==> src/bus_arb_pkg.sv <==
// shared constants and carrier types for the second-master bus arbiter
package bus_arb_pkg;

    // bus widths
    localparam int ADDR_W = 29;
    localparam int DATA_W = 32;
    localparam int LANES  = 4;
    localparam int LEN_W  = 2;

    // pin levels after reset: request off, host running, host drivers on
    localparam logic PREQ_N_RST = 1'b1;
    localparam logic WAIT_N_RST = 1'b1;
    localparam logic HOST_EN_RST = 1'b1;
    localparam logic OE_N_OFF   = 1'b1;

    // burst and lane layout
    localparam logic [LEN_W-1:0] QUAD_LEN  = 2'h3;
    localparam logic [LEN_W-1:0] LEN_ZERO  = 2'h0;
    localparam logic [3:0]       BE_WORD   = 4'hf;
    localparam logic [3:0]       BE_NONE   = 4'h0;
    localparam logic [1:0]       LANE_ZERO = 2'h0;
    localparam logic [3:0]       QUAD_ZERO = 4'h0;
    localparam logic [ADDR_W-1:0] WORD_STEP = 29'h0000004;

    // arbitration states, one-hot
    typedef enum logic [6:0] {
        ST_IDLE    = 7'h01,
        ST_ARB     = 7'h02,
        ST_STRETCH = 7'h04,
        ST_XFER    = 7'h08,
        ST_GAP     = 7'h10,
        ST_TURN    = 7'h20,
        ST_REL     = 7'h40
    } arb_state_type;

    // request from the second cpu side
    typedef struct packed {
        logic              valid;
        logic              write;
        logic              keep_bus;
        logic [LEN_W-1:0]  len;
        logic [LANES-1:0]  be;
        logic [31:0]       addr;
    } cpu_req_type;

    // answer to the second cpu side
    typedef struct packed {
        logic              accept;
        logic              take;
        logic              beat;
        logic              last;
        logic [1:0]        idx;
        logic [DATA_W-1:0] rdata;
    } cpu_rsp_type;

    // shared bus outputs of the second master
    typedef struct packed {
        logic [ADDR_W-1:0] addr;
        logic              rw_n;
        logic              bw_n;
        logic              addr_oe_n;
        logic              data_oe_n;
        logic [DATA_W-1:0] wdata;
    } bus_out_type;

endpackage

==> src/lane_split.sv <==
// picks the next legal byte or word access out of a byte-enable mask
`timescale 1ns/1ps
module lane_split (
    input  wire logic [3:0] mask_i,
    output logic            word_o,
    output logic [1:0]      lane_o,
    output logic [3:0]      rest_o
);

    // full or empty mask is one word; anything else goes lowest byte first
    // so the addresses of the pieces only ever climb
    always_comb begin
        word_o = (mask_i == bus_arb_pkg::BE_WORD) ||
                 (mask_i == bus_arb_pkg::BE_NONE);
        lane_o = bus_arb_pkg::LANE_ZERO;
        rest_o = bus_arb_pkg::BE_NONE;
        if (!word_o) begin
            if (mask_i[0]) begin
                lane_o = 2'h0;
            end else if (mask_i[1]) begin
                lane_o = 2'h1;
            end else if (mask_i[2]) begin
                lane_o = 2'h2;
            end else begin
                lane_o = 2'h3;
            end
            rest_o = mask_i & ~(4'h1 << lane_o);
        end
    end

endmodule

==> src/second_master_bus_arbiter.sv <==
// arbiter and protocol converter for a second master on the shared bus
//
// Behaviour
// our bus request outranks the host's memory request.
// second cpu requests are translated into shared-bus cycles.
// unaligned or partial accesses split into legal byte or word accesses.
// bursts climb strictly; a quad burst off its boundary restarts at base.
// this block alone arbitrates and decides when to raise its request.
// wait for safe point, stall host, then run access or burst.
// decide while memory clock is high; outputs change on its falling edge.
// one internal cycle separates host and second-master bursts.
// request only once the host is about to run an internal cycle.
// stretch that internal cycle, drop host bus enable, drive own address.
// host bus enable low turns off host address, data, control drivers.
// never request while the host's locked swap indicator is high.
// after last transfer drop request, then restore enable, then unstall.
// enable restored with host still stalled gives a turnaround cycle.
// request gap of exactly one cycle keeps the bus for locked sequences.
// longer gap gives the bus up; wait for internal cycle again.
// only internal and sequential cycles; first access merges into both.
// while we own the bus every action is timed by the memory clock.
// bus request driven low means we want the bus next cycle.
// stall line driven low freezes the host while we are active.
// enable low tri-states host address, data, rw, bw and lock.
// host drives lock high during a swap's read-write pair.
// during reset: request off, stall released, host enable on.
`timescale 1ns/1ps
module second_master_bus_arbiter (
    input  wire logic                      clk_i,
    input  wire logic                      rst_n_i,
    input  wire logic                      mclk_i,
    input  wire logic                      host_mreq_n_i,
    input  wire logic                      host_lock_i,
    input  wire logic [31:0]               bus_data_i,
    input  wire bus_arb_pkg::cpu_req_type  cpu_req_i,
    input  wire logic [31:0]               cpu_wdata_i,
    output bus_arb_pkg::cpu_rsp_type       cpu_rsp_o,
    output bus_arb_pkg::bus_out_type       bus_o,
    output logic                           preq_n_o,
    output logic                           wait_n_o,
    output logic                           host_bus_output_enable_o
);

    // state and working copies
    bus_arb_pkg::arb_state_type    state_ff;
    bus_arb_pkg::arb_state_type    nxt_state;
    bus_arb_pkg::cpu_req_type      req_ff;
    logic [3:0]                    mask_ff;
    logic [bus_arb_pkg::LEN_W-1:0] beat_ff;
    logic [bus_arb_pkg::ADDR_W-1:0] addr_ff;
    logic                          mclk_ff;
    logic                          mreq_seen_ff;
    logic                          lock_seen_ff;
    logic                          pend_ff;
    logic                          pend_last_ff;
    logic                          pend_read_ff;
    logic [1:0]                    pend_idx_ff;
    logic                          preq_n_ff;
    logic                          wait_n_ff;
    logic                          host_en_ff;
    bus_arb_pkg::bus_out_type      bus_ff;
    bus_arb_pkg::cpu_rsp_type      rsp_ff;

    // decoded events
    logic       fall;
    logic       load;
    logic       launch;
    logic       last_beat;
    logic       safe_point;
    logic       keep_going;
    logic       split_word;
    logic [1:0] split_lane;
    logic [3:0] split_rest;
    logic [bus_arb_pkg::ADDR_W-1:0] beat_addr;
    logic [bus_arb_pkg::ADDR_W-1:0] start_addr;

    assign cpu_rsp_o                = rsp_ff;
    assign bus_o                    = bus_ff;
    assign preq_n_o                 = preq_n_ff;
    assign wait_n_o                 = wait_n_ff;
    assign host_bus_output_enable_o = host_en_ff;

    lane_split u_split (
        .mask_i (mask_ff),
        .word_o (split_word),
        .lane_o (split_lane),
        .rest_o (split_rest)
    );

    // no second stage: the pin is already in our clock domain
    // memory clock is sampled in our clock; its falling edge paces all pins
    always_ff @(posedge clk_i) begin
        if (!rst_n_i) begin
            mclk_ff <= 1'b0;
        end else begin
            mclk_ff <= mclk_i;
        end
    end

    assign fall = mclk_ff & ~mclk_i;

    // host cycle type and lock are judged only while the memory clock is high
    always_ff @(posedge clk_i) begin
        if (!rst_n_i) begin
            mreq_seen_ff <= 1'b0;
            lock_seen_ff <= 1'b0;
        end else if (mclk_i) begin
            mreq_seen_ff <= host_mreq_n_i;
            lock_seen_ff <= host_lock_i;
        end
    end

    // host about to run an internal cycle and not inside a swap
    assign safe_point = mreq_seen_ff & ~lock_seen_ff;

    // a held bus continues only when a new request is already waiting
    assign keep_going = req_ff.keep_bus & cpu_req_i.valid;

    // beats are launched on the stretch edge and on each transfer edge
    assign launch = fall &&
                    (state_ff == bus_arb_pkg::ST_STRETCH ||
                     state_ff == bus_arb_pkg::ST_XFER);

    // a new request loads only when the block is free
    assign load = (state_ff == bus_arb_pkg::ST_IDLE && cpu_req_i.valid) ||
                  (state_ff == bus_arb_pkg::ST_GAP && fall &&
                   cpu_req_i.valid);

    // word beats count down; split bytes end when the mask empties
    assign last_beat = split_word ? (beat_ff == bus_arb_pkg::LEN_ZERO)
                                  : (split_rest == bus_arb_pkg::BE_NONE);

    // byte pieces use the lane address, words the aligned one
    assign beat_addr = split_word ? addr_ff
                                  : {addr_ff[bus_arb_pkg::ADDR_W-1:2],
                                     split_lane};

    // a quad burst that starts mid-line would wrap; restart it at the
    // quad base so addresses climb, and tag each beat with its index
    always_comb begin
        start_addr = {cpu_req_i.addr[bus_arb_pkg::ADDR_W-1:2], 2'h0};
        if (cpu_req_i.len == bus_arb_pkg::QUAD_LEN &&
            cpu_req_i.addr[3:2] != 2'h0) begin
            start_addr = {cpu_req_i.addr[bus_arb_pkg::ADDR_W-1:4],
                          bus_arb_pkg::QUAD_ZERO};
        end
    end

    // arbitration sequence
    always_comb begin
        nxt_state = state_ff;
        case (state_ff)
            bus_arb_pkg::ST_IDLE: begin
                if (cpu_req_i.valid) begin
                    nxt_state = bus_arb_pkg::ST_ARB;
                end
            end

            bus_arb_pkg::ST_ARB: begin
                if (fall && safe_point) begin
                    nxt_state = bus_arb_pkg::ST_STRETCH;
                end
            end

            bus_arb_pkg::ST_STRETCH,
            bus_arb_pkg::ST_XFER: begin
                if (launch && last_beat) begin
                    nxt_state = keep_going ? bus_arb_pkg::ST_GAP
                                           : bus_arb_pkg::ST_TURN;
                end else if (fall) begin
                    nxt_state = bus_arb_pkg::ST_XFER;
                end
            end

            bus_arb_pkg::ST_GAP: begin
                if (fall) begin
                    nxt_state = cpu_req_i.valid ? bus_arb_pkg::ST_XFER
                                                : bus_arb_pkg::ST_TURN;
                end
            end

            bus_arb_pkg::ST_TURN: begin
                if (fall) begin
                    nxt_state = bus_arb_pkg::ST_REL;
                end
            end

            bus_arb_pkg::ST_REL: begin
                if (fall) begin
                    nxt_state = bus_arb_pkg::ST_IDLE;
                end
            end

            default: begin
                nxt_state = bus_arb_pkg::ST_IDLE;
            end
        endcase
    end

    always_ff @(posedge clk_i) begin
        if (!rst_n_i) begin
            state_ff <= bus_arb_pkg::ST_IDLE;
        end else begin
            state_ff <= nxt_state;
        end
    end

    // request copy and beat bookkeeping
    always_ff @(posedge clk_i) begin
        if (!rst_n_i) begin
            req_ff  <= '0;
            mask_ff <= bus_arb_pkg::BE_NONE;
            beat_ff <= bus_arb_pkg::LEN_ZERO;
            addr_ff <= '0;
        end else if (load) begin
            req_ff  <= cpu_req_i;
            beat_ff <= cpu_req_i.len;
            addr_ff <= start_addr;
            // partial masks only make sense on a single access
            mask_ff <= (cpu_req_i.len == bus_arb_pkg::LEN_ZERO)
                       ? cpu_req_i.be : bus_arb_pkg::BE_WORD;
        end else if (launch) begin
            if (split_word) begin
                beat_ff <= beat_ff - 2'h1;
                addr_ff <= addr_ff + bus_arb_pkg::WORD_STEP;
            end else begin
                mask_ff <= split_rest;
            end
        end
    end

    // request, stall and host enable pins
    always_ff @(posedge clk_i) begin
        if (!rst_n_i) begin
            preq_n_ff <= bus_arb_pkg::PREQ_N_RST;
            wait_n_ff <= bus_arb_pkg::WAIT_N_RST;
            host_en_ff <= bus_arb_pkg::HOST_EN_RST;
        end else if (fall) begin
            case (state_ff)
                bus_arb_pkg::ST_ARB: begin
                    if (safe_point) begin
                        // our request wins over the host's next one
                        preq_n_ff <= 1'b0;
                        wait_n_ff <= 1'b0;
                    end
                end
                bus_arb_pkg::ST_STRETCH: begin
                    host_en_ff <= 1'b0;
                    if (last_beat) begin
                        preq_n_ff <= 1'b1;
                    end
                end
                bus_arb_pkg::ST_XFER: begin
                    if (last_beat) begin
                        preq_n_ff <= 1'b1;
                    end
                end
                bus_arb_pkg::ST_GAP: begin
                    // one-cycle gap keeps ownership for locked sequences
                    if (cpu_req_i.valid) begin
                        preq_n_ff <= 1'b0;
                    end
                end
                bus_arb_pkg::ST_TURN: begin
                    // host drivers back on; host clock still held
                    host_en_ff <= 1'b1;
                end
                bus_arb_pkg::ST_REL: begin
                    // host resumes one cycle after its drivers return
                    wait_n_ff <= 1'b1;
                end
                default: begin
                    preq_n_ff <= preq_n_ff;
                end
            endcase
        end
    end

    // shared bus drivers; only on while the host enable is held low
    always_ff @(posedge clk_i) begin
        if (!rst_n_i) begin
            bus_ff.addr      <= '0;
            bus_ff.rw_n      <= 1'b0;
            bus_ff.bw_n      <= 1'b1;
            bus_ff.addr_oe_n <= bus_arb_pkg::OE_N_OFF;
            bus_ff.data_oe_n <= bus_arb_pkg::OE_N_OFF;
            bus_ff.wdata     <= '0;
        end else if (launch) begin
            bus_ff.addr      <= beat_addr;
            bus_ff.rw_n      <= req_ff.write;
            bus_ff.bw_n      <= split_word;
            bus_ff.addr_oe_n <= 1'b0;
            bus_ff.data_oe_n <= ~req_ff.write;
            // bytes go out on every lane so any lane decode sees them
            bus_ff.wdata     <= split_word
                                ? cpu_wdata_i
                                : {4{cpu_wdata_i[{split_lane, 3'h0} +: 8]}};
        end else if (fall) begin
            bus_ff.data_oe_n <= bus_arb_pkg::OE_N_OFF;
            if (state_ff == bus_arb_pkg::ST_TURN) begin
                // let go on the same fall that turns the host drivers back on
                bus_ff.addr_oe_n <= bus_arb_pkg::OE_N_OFF;
            end
        end
    end

    // beat in flight; its data is on the bus at the next falling edge
    always_ff @(posedge clk_i) begin
        if (!rst_n_i) begin
            pend_ff      <= 1'b0;
            pend_last_ff <= 1'b0;
            pend_read_ff <= 1'b0;
            pend_idx_ff  <= 2'h0;
        end else if (fall) begin
            pend_ff      <= launch;
            pend_last_ff <= launch & last_beat;
            pend_read_ff <= ~req_ff.write;
            pend_idx_ff  <= addr_ff[3:2];
        end
    end

    // answers to the second cpu: pulses only, data held until next beat
    always_ff @(posedge clk_i) begin
        if (!rst_n_i) begin
            rsp_ff <= '0;
        end else begin
            rsp_ff.accept <= load;
            rsp_ff.take   <= launch & req_ff.write;
            rsp_ff.beat   <= fall & pend_ff;
            if (fall && pend_ff) begin
                rsp_ff.last <= pend_last_ff;
                rsp_ff.idx  <= pend_idx_ff;
                if (pend_read_ff) begin
                    rsp_ff.rdata <= bus_data_i;
                end
            end
        end
    end

endmodule

==> config.mk <==
export PLATFORM = sky130hd
export DESIGN_NAME = second_master_bus_arbiter
export DESIGN_NICKNAME = d
export VERILOG_FILES = /design/src/bus_arb_pkg.sv /design/src/lane_split.sv /design/src/second_master_bus_arbiter.sv
export SDC_FILE = /design/constraint.sdc
export NUM_CORES = 1
export LEC_CHECK = 0
export BUFFER_PORTS_ARGS = -buffer_cell sky130_fd_sc_hd__buf_4
export CAP_MARGIN = 20
export CORE_MARGIN = 2
export CORE_UTILIZATION = 30
export DETAILED_ROUTE_END_ITERATION = 16
export PLACE_DENSITY_LB_ADDON = 0.1
export SLEW_MARGIN = 15
export SYNTH_ARGS = -nofsm -noshare
export SYNTH_HDL_FRONTEND = slang
export SYNTH_SLANG_ARGS = --single-unit
==> constraint.sdc <==
create_clock -name clk_i -period 2.8 [get_ports clk_i]
set_input_delay 0.28 -clock clk_i [delete_from_list [all_inputs] [get_ports clk_i]]
set_output_delay 0.28 -clock clk_i [all_outputs]
set_load 0.01 [all_outputs]
* Word-level counts from Yosys, hierarchy flattened
Index checks and enable logic that the tools add are counted.
** Storage, ports and cells
- Memory bits (read-only) :: 0
- Input port bits :: 110
- Word-level logic and storage cells :: 133
- Memories :: 0
- Latch bits :: 0
- Memory bits (writable) :: 0
- Register bits after elaboration :: 158
** Operators by class
- Mux-type cells :: 39
- Reductions and logical operators :: 32
- Add/subtract/negate cells :: 2
- Multipliers :: 0
- Eq/ne operators :: 19
- Magnitude comparators :: 0
- Bitwise gates (word level) :: 11
- Divide/modulo/power cells :: 0
- Shift operators :: 2
** Operators by type and width (count)
- 2-to-1 mux 29 bit :: 3
- 2-to-1 mux 7 bit :: 7
- case mux 7 bit (6 select lines) :: 1
- 2-to-1 mux 32 bit :: 1
- variable part select 32 x 6 -> 8 bit :: 1
- adder 29 x 3 -> 29 bit, second input constant :: 1
- 2-to-1 mux 4 bit :: 6
- 2-to-1 mux 2 bit :: 10
- != test 2 bit, second input constant :: 8
- nonzero test 2 bit :: 7
- 2-to-1 mux 6 bit :: 2
- AND reduction 2 bit :: 5
- logical AND 1 bit :: 8
- zero test 4 bit :: 2
- == test 7 x 1 -> 1 bit, second input constant :: 1
- == test 7 x 2 -> 1 bit, second input constant :: 1
- == test 7 x 3 -> 1 bit, second input constant :: 1
- == test 7 x 4 -> 1 bit, second input constant :: 1
- == test 7 x 5 -> 1 bit, second input constant :: 1
- == test 7 x 6 -> 1 bit, second input constant :: 1
- == test 7 bit, second input constant :: 1
- bitwise AND 1 bit :: 6
- 2-to-1 mux 1 bit :: 6
- AND reduction 6 bit :: 1
- 17 further kinds :: 23

* Longest topological paths before layout
- Depth after elaboration :: 13
- Gate-level depth with buffers :: 8

* Cells and area by module
Synthesis repeated with hierarchy kept, for this count alone.
** Second synthesis, totals
- Cell total of the unflattened synthesis :: 829
- Area total of the unflattened synthesis :: 6779.0 µm²
** Modules (own cells, without submodules)
- second_master_bus_arbiter :: times used 1, area an instance 6690.2 µm², cells each 812
- lane_split :: times used 1, area an instance 88.8 µm², cells each 17

* Least setup slack after synthesis
No wires, ideal clock.
- Kind :: register to register
- Start :: register state_ff[4]
- End :: register addr_ff[28] (netlist bit)
- Data required time :: 2726 ps
- Cell stages (with the launch flop) :: 8
- Buffers on the path :: 2
- Arrival time :: 2065 ps
- Path slack :: 661 ps
- Path through :: dfxtp_1 -> buf_6 -> or4_4 -> nor4b_4 -> buf_6 -> nand3_4 -> or4_1 -> a31oi_1
** On the way
- Cells in the longest elaborated chain, start to end :: 6
- Elaborated cells between the ends (all ways) :: 14
- Those cells by class :: eq/ne (4); mux (1); reduce/logical (9)
** Ends and longest elaborated chain
- start, declared :: RTL line second_master_bus_arbiter.sv:45 : bus_arb_pkg::arb_state_type state_ff;
- start signal, assigned :: RTL line second_master_bus_arbiter.sv:202 : state_ff <= bus_arb_pkg::ST_IDLE;
- start signal, assigned :: RTL line second_master_bus_arbiter.sv:204 : state_ff <= nxt_state;
- == test 7 x 5 -> 1 bit :: RTL line second_master_bus_arbiter.sv:126 : (state_ff == bus_arb_pkg::ST_GAP && fall &&
- logical AND 1 bit (2 in series) :: RTL line second_master_bus_arbiter.sv:126
- logical OR 1 bit :: RTL line second_master_bus_arbiter.sv:125 : assign load = (state_ff == bus_arb_pkg::ST_IDLE && cpu_req_i.valid) ||
- nonzero test 2 bit (no source line)
- AND reduction 2 bit (no source line)
- end signal, assigned :: RTL line second_master_bus_arbiter.sv:218 : addr_ff <= start_addr;
- end signal, assigned :: RTL line second_master_bus_arbiter.sv:225 : addr_ff <= addr_ff + bus_arb_pkg::WORD_STEP;
- end, declared :: RTL line second_master_bus_arbiter.sv:50 : logic [bus_arb_pkg::ADDR_W-1:0] addr_ff;
Several ways; a longest one is shown, not always the timed one.
A chain may end at the register's enable or synchronous reset.

* Final worst setup path
- Start :: register state_ff[6]
- End :: register addr_ff[19] (netlist bit)
Same word-level chain as after synthesis.

==> results.cfg <==
[outcome]
status = finished, final reports clean

[clocking]
h-tree-depth = 4
cts.root.buffer_cell = clkbuf_16
cts.repair.resized = 0
cts_tree = built
ctsLongestPathBuffers = 2
numCtsBuffers = 17
clk-insertion-delay-late_ps = 420
clk_pin_slew_ps = 70
cts.sinks = 156

[yosys]
synth_top_area_share_pct = 46.5
synth_area_leaders = dfxtp_1 47%, a21oi_1 11%, nand2_1 10%, o21ai_0 4.5%, clkbuf_1 3.1%
postSynthRegisterBits = 156
synth_fp_nets = 937
synth_sequential_area_ratio_pct = 46.5
synth_area_per_cell_sq_um = 8.14
synthesis.instances = 825
synth_enable_flop_cells = 0
synth_async_sr_flop_share_pct = 0
synth.largest_area_cell = dfxtp_1
post_synth_instance_area_sq_um = 6720
most_frequent_cell_after_synthesis = nand2_1
postSynth.topFlopCell = dfxtp_1
synth_warnings = 0
synth.top_cells.by_count = 179 x nand2_1, 156 x dfxtp_1, 144 x a21oi_1, 60 x o21ai_0, 56 x clkbuf_1
synth_cell_type_count = 60

[power]
clock_power_share_pct = 35.5
register_share_of_total_power_pct = 40.2
combPwrFrac_pct = 24.3
power_density_nw_per_um2 = 728
p_int_mw = 4.43
cellLeakagePower_nw = 3.55
swShare_pct = 33.7
power.net_switching_mw = 2.25
power.ir.vdd_worst_mv = 0.436

[detailed_routing]
detail-route-antenna-nets = 0
dr_drc_count = 0
detail_route.wl_per_cell_um = 16.6
num_vias = 6634
drt_first_pass_iters = 7
drt_iter0_markers = 382
drt-vias-per-instance = 5.08
totalWireLength_um = 21700

[grt]
grt_start_max_net_pins = 57
number_of_antenna_violations_at_the_first_check_in_global_routing = 0
grt_usage_pct = 18.0
first_global_vias = 6317
grt_first_pass_wirelength_um = 34400
global_route.overflow_total = 0

[worst_setup_path]
timing.critical_path.from_type = register
crit_chain = or4_4, nor4b_4, nand4_1, or4_1, a31oi_1
cp.arrival_ps = 2860
cp_top_family = simple AND/OR/NAND/NOR gates
timing.critical_path.buf_inv = 0
critical_path_peak_fanout = 11
slowest_stage = or4_4
cp_peak_stage_delay_ps = 600
timing.critical_path.to_type = register
crit_required_ps = 3150
worst-setup-path-type = reg -> reg

[sta]
max_frequency_ghz = 0.398
timing.clock.skew_ps = 13.1
final_min_period_over_clock_period_pct = 89.7
postLayoutSetupSlackWorst_ps = 289
setup_violations_final = 0
sum_of_negative_setup_slack_ps = 0
slew_worst_pin_ps = 818
slew_viol_final = 0
hold_viol = 0
rsz_0062_raised_after_global_routing = no
post_route_minimum_period_ps = 2510
slew_headroom_pct = 44.8

[die]
placementRows = 54
fp.coreArea_sq_um = 21900
io_pins = 216
die_height_um = 154
fp.dieArea_sq_um = 23600
floorplan.die.width_um = 154
effective_utilization_at_floorplan_pct = 30.7

[layout]
n_antenna_cell = 0
flow.area_growth_from_synthesis_pct = 36.8
final_core_util_pct = 42.0
final_layout_size_suffix_gt1_share_pct = 28.0
finish.instance_area_sq_um = 9190
layout.nets = 1125

[placement]
place_ws_ps = 248
gp_congestion = 0.835
port_buffers = 210
dp_hpwl_um = 15100
dpl_cell_area_sq_um = 8590

[run]
drv_cap = 0

[min_path]
min_path_type = in -> reg
## per-layer routing
layer	share of wire, %	GRT usage, %	vias up
met4	1.1	4.98	0
li1	-	-	3336
met2	44	27.7	210
met1	47	24.6	3072
met5	0	0	-
met3	7.4	5.44	16
## placed cells by master (no fill, tap or decap), types with 4 or more instances in the layout
| cell | n |
|---|---|
| nand3_1 | 16 |
| buf_4 | 234 |
| mux4_2 | 8 |
| nand2_1 | 179 |
| and3_1 | 10 |
| inv_1 | 7 |
| dfxtp_1 | 156 |
| nor3_1 | 9 |
| nor2_1 | 24 |
| or3_1 | 9 |
| clkbuf_16 | 17 |
| o21ai_0 | 60 |
| nand4_1 | 8 |
| or4_1 | 9 |
| nand2b_1 | 4 |
| a211oi_1 | 8 |
| a21oi_1 | 144 |
| inv_6 | 4 |
| a311oi_1 | 6 |
| and4_1 | 5 |
| o31ai_1 | 8 |
| xnor2_1 | 7 |
| a31oi_1 | 16 |
| nor4_1 | 11 |
## logic make-up (layout without fill, tap and decap cells)
kind of cell	after synthesis	after routing	share of synthesized area, %
AND/OR/NAND/NOR	307	307	22.0
AO/OA/AOI/OAI	266	266	22.3
flip-flops	156	156	46.5
buffers and inverters	74	275	4.49
multiplexers	11	11	3.15
XOR/XNOR	9	9	1.17
adder cells (fa/ha/maj)	2	2	0.373
## cell type report
type,count,area (sq um)
fillers,2289,12700
multi-input cells,595,3310
flip-flops and latches,156,3120
repair buffers,235,1780
clock buffers,18,439
well taps,280,350
clock inverters,14,160
inverters,8,31.3
## worst paths after layout
path | from | end | slack (ps) | cells after the start
max | state_ff[6] | addr_ff[19] | 290 | 5
max reg2reg | state_ff[6] | addr_ff[19] | 290 | 5
min | host_mreq_n_i | mreq_seen_ff | 100 | 3
min reg2reg | cpu_rsp_o[0] | cpu_rsp_o[0] | 450 | 2
## sequential cells by signal (all words and copies together) (netlist names), 2 cells and up
name	cells
beat_ff	2
addr_ff	27
pend_idx_ff	2
req_ff	2
mask_ff	4
state_ff	7
cpu_rsp_o	38
bus_o	65
## through the flow
stage                     hold WS (ps)  cells  total power, mW
final                              101   1306             6.69
after global routing              84.0   1306             7.07
after CTS                         81.1   1306             6.76
after detailed placement           447   1274             4.35
after global placement             443   1274             4.36
after floorplan                    402    825             3.77
## power by group through the flow
stage	Clock, mW	Sequential [mW]	Combinational, mW
after floorplan	0	2.62	1.15
after global placement	0	2.74	1.62
after detailed placement	0	2.73	1.62
after CTS	2.45	2.69	1.62
after global routing	2.54	2.73	1.81
final	2.37	2.69	1.62
## worst min-delay path, stage by stage
cell and delay, ps:
buf_4 80, mux2i_1 50, nor2_1 70
## timing repair
item | in CTS | in global routing
hold buffers | 0 | 0
setup endpoints to repair | 0 | 1
buffers inserted | 0 | 0
endpoints found under the hold margin | 0 | 0
(Power assumes the default switching activity.)
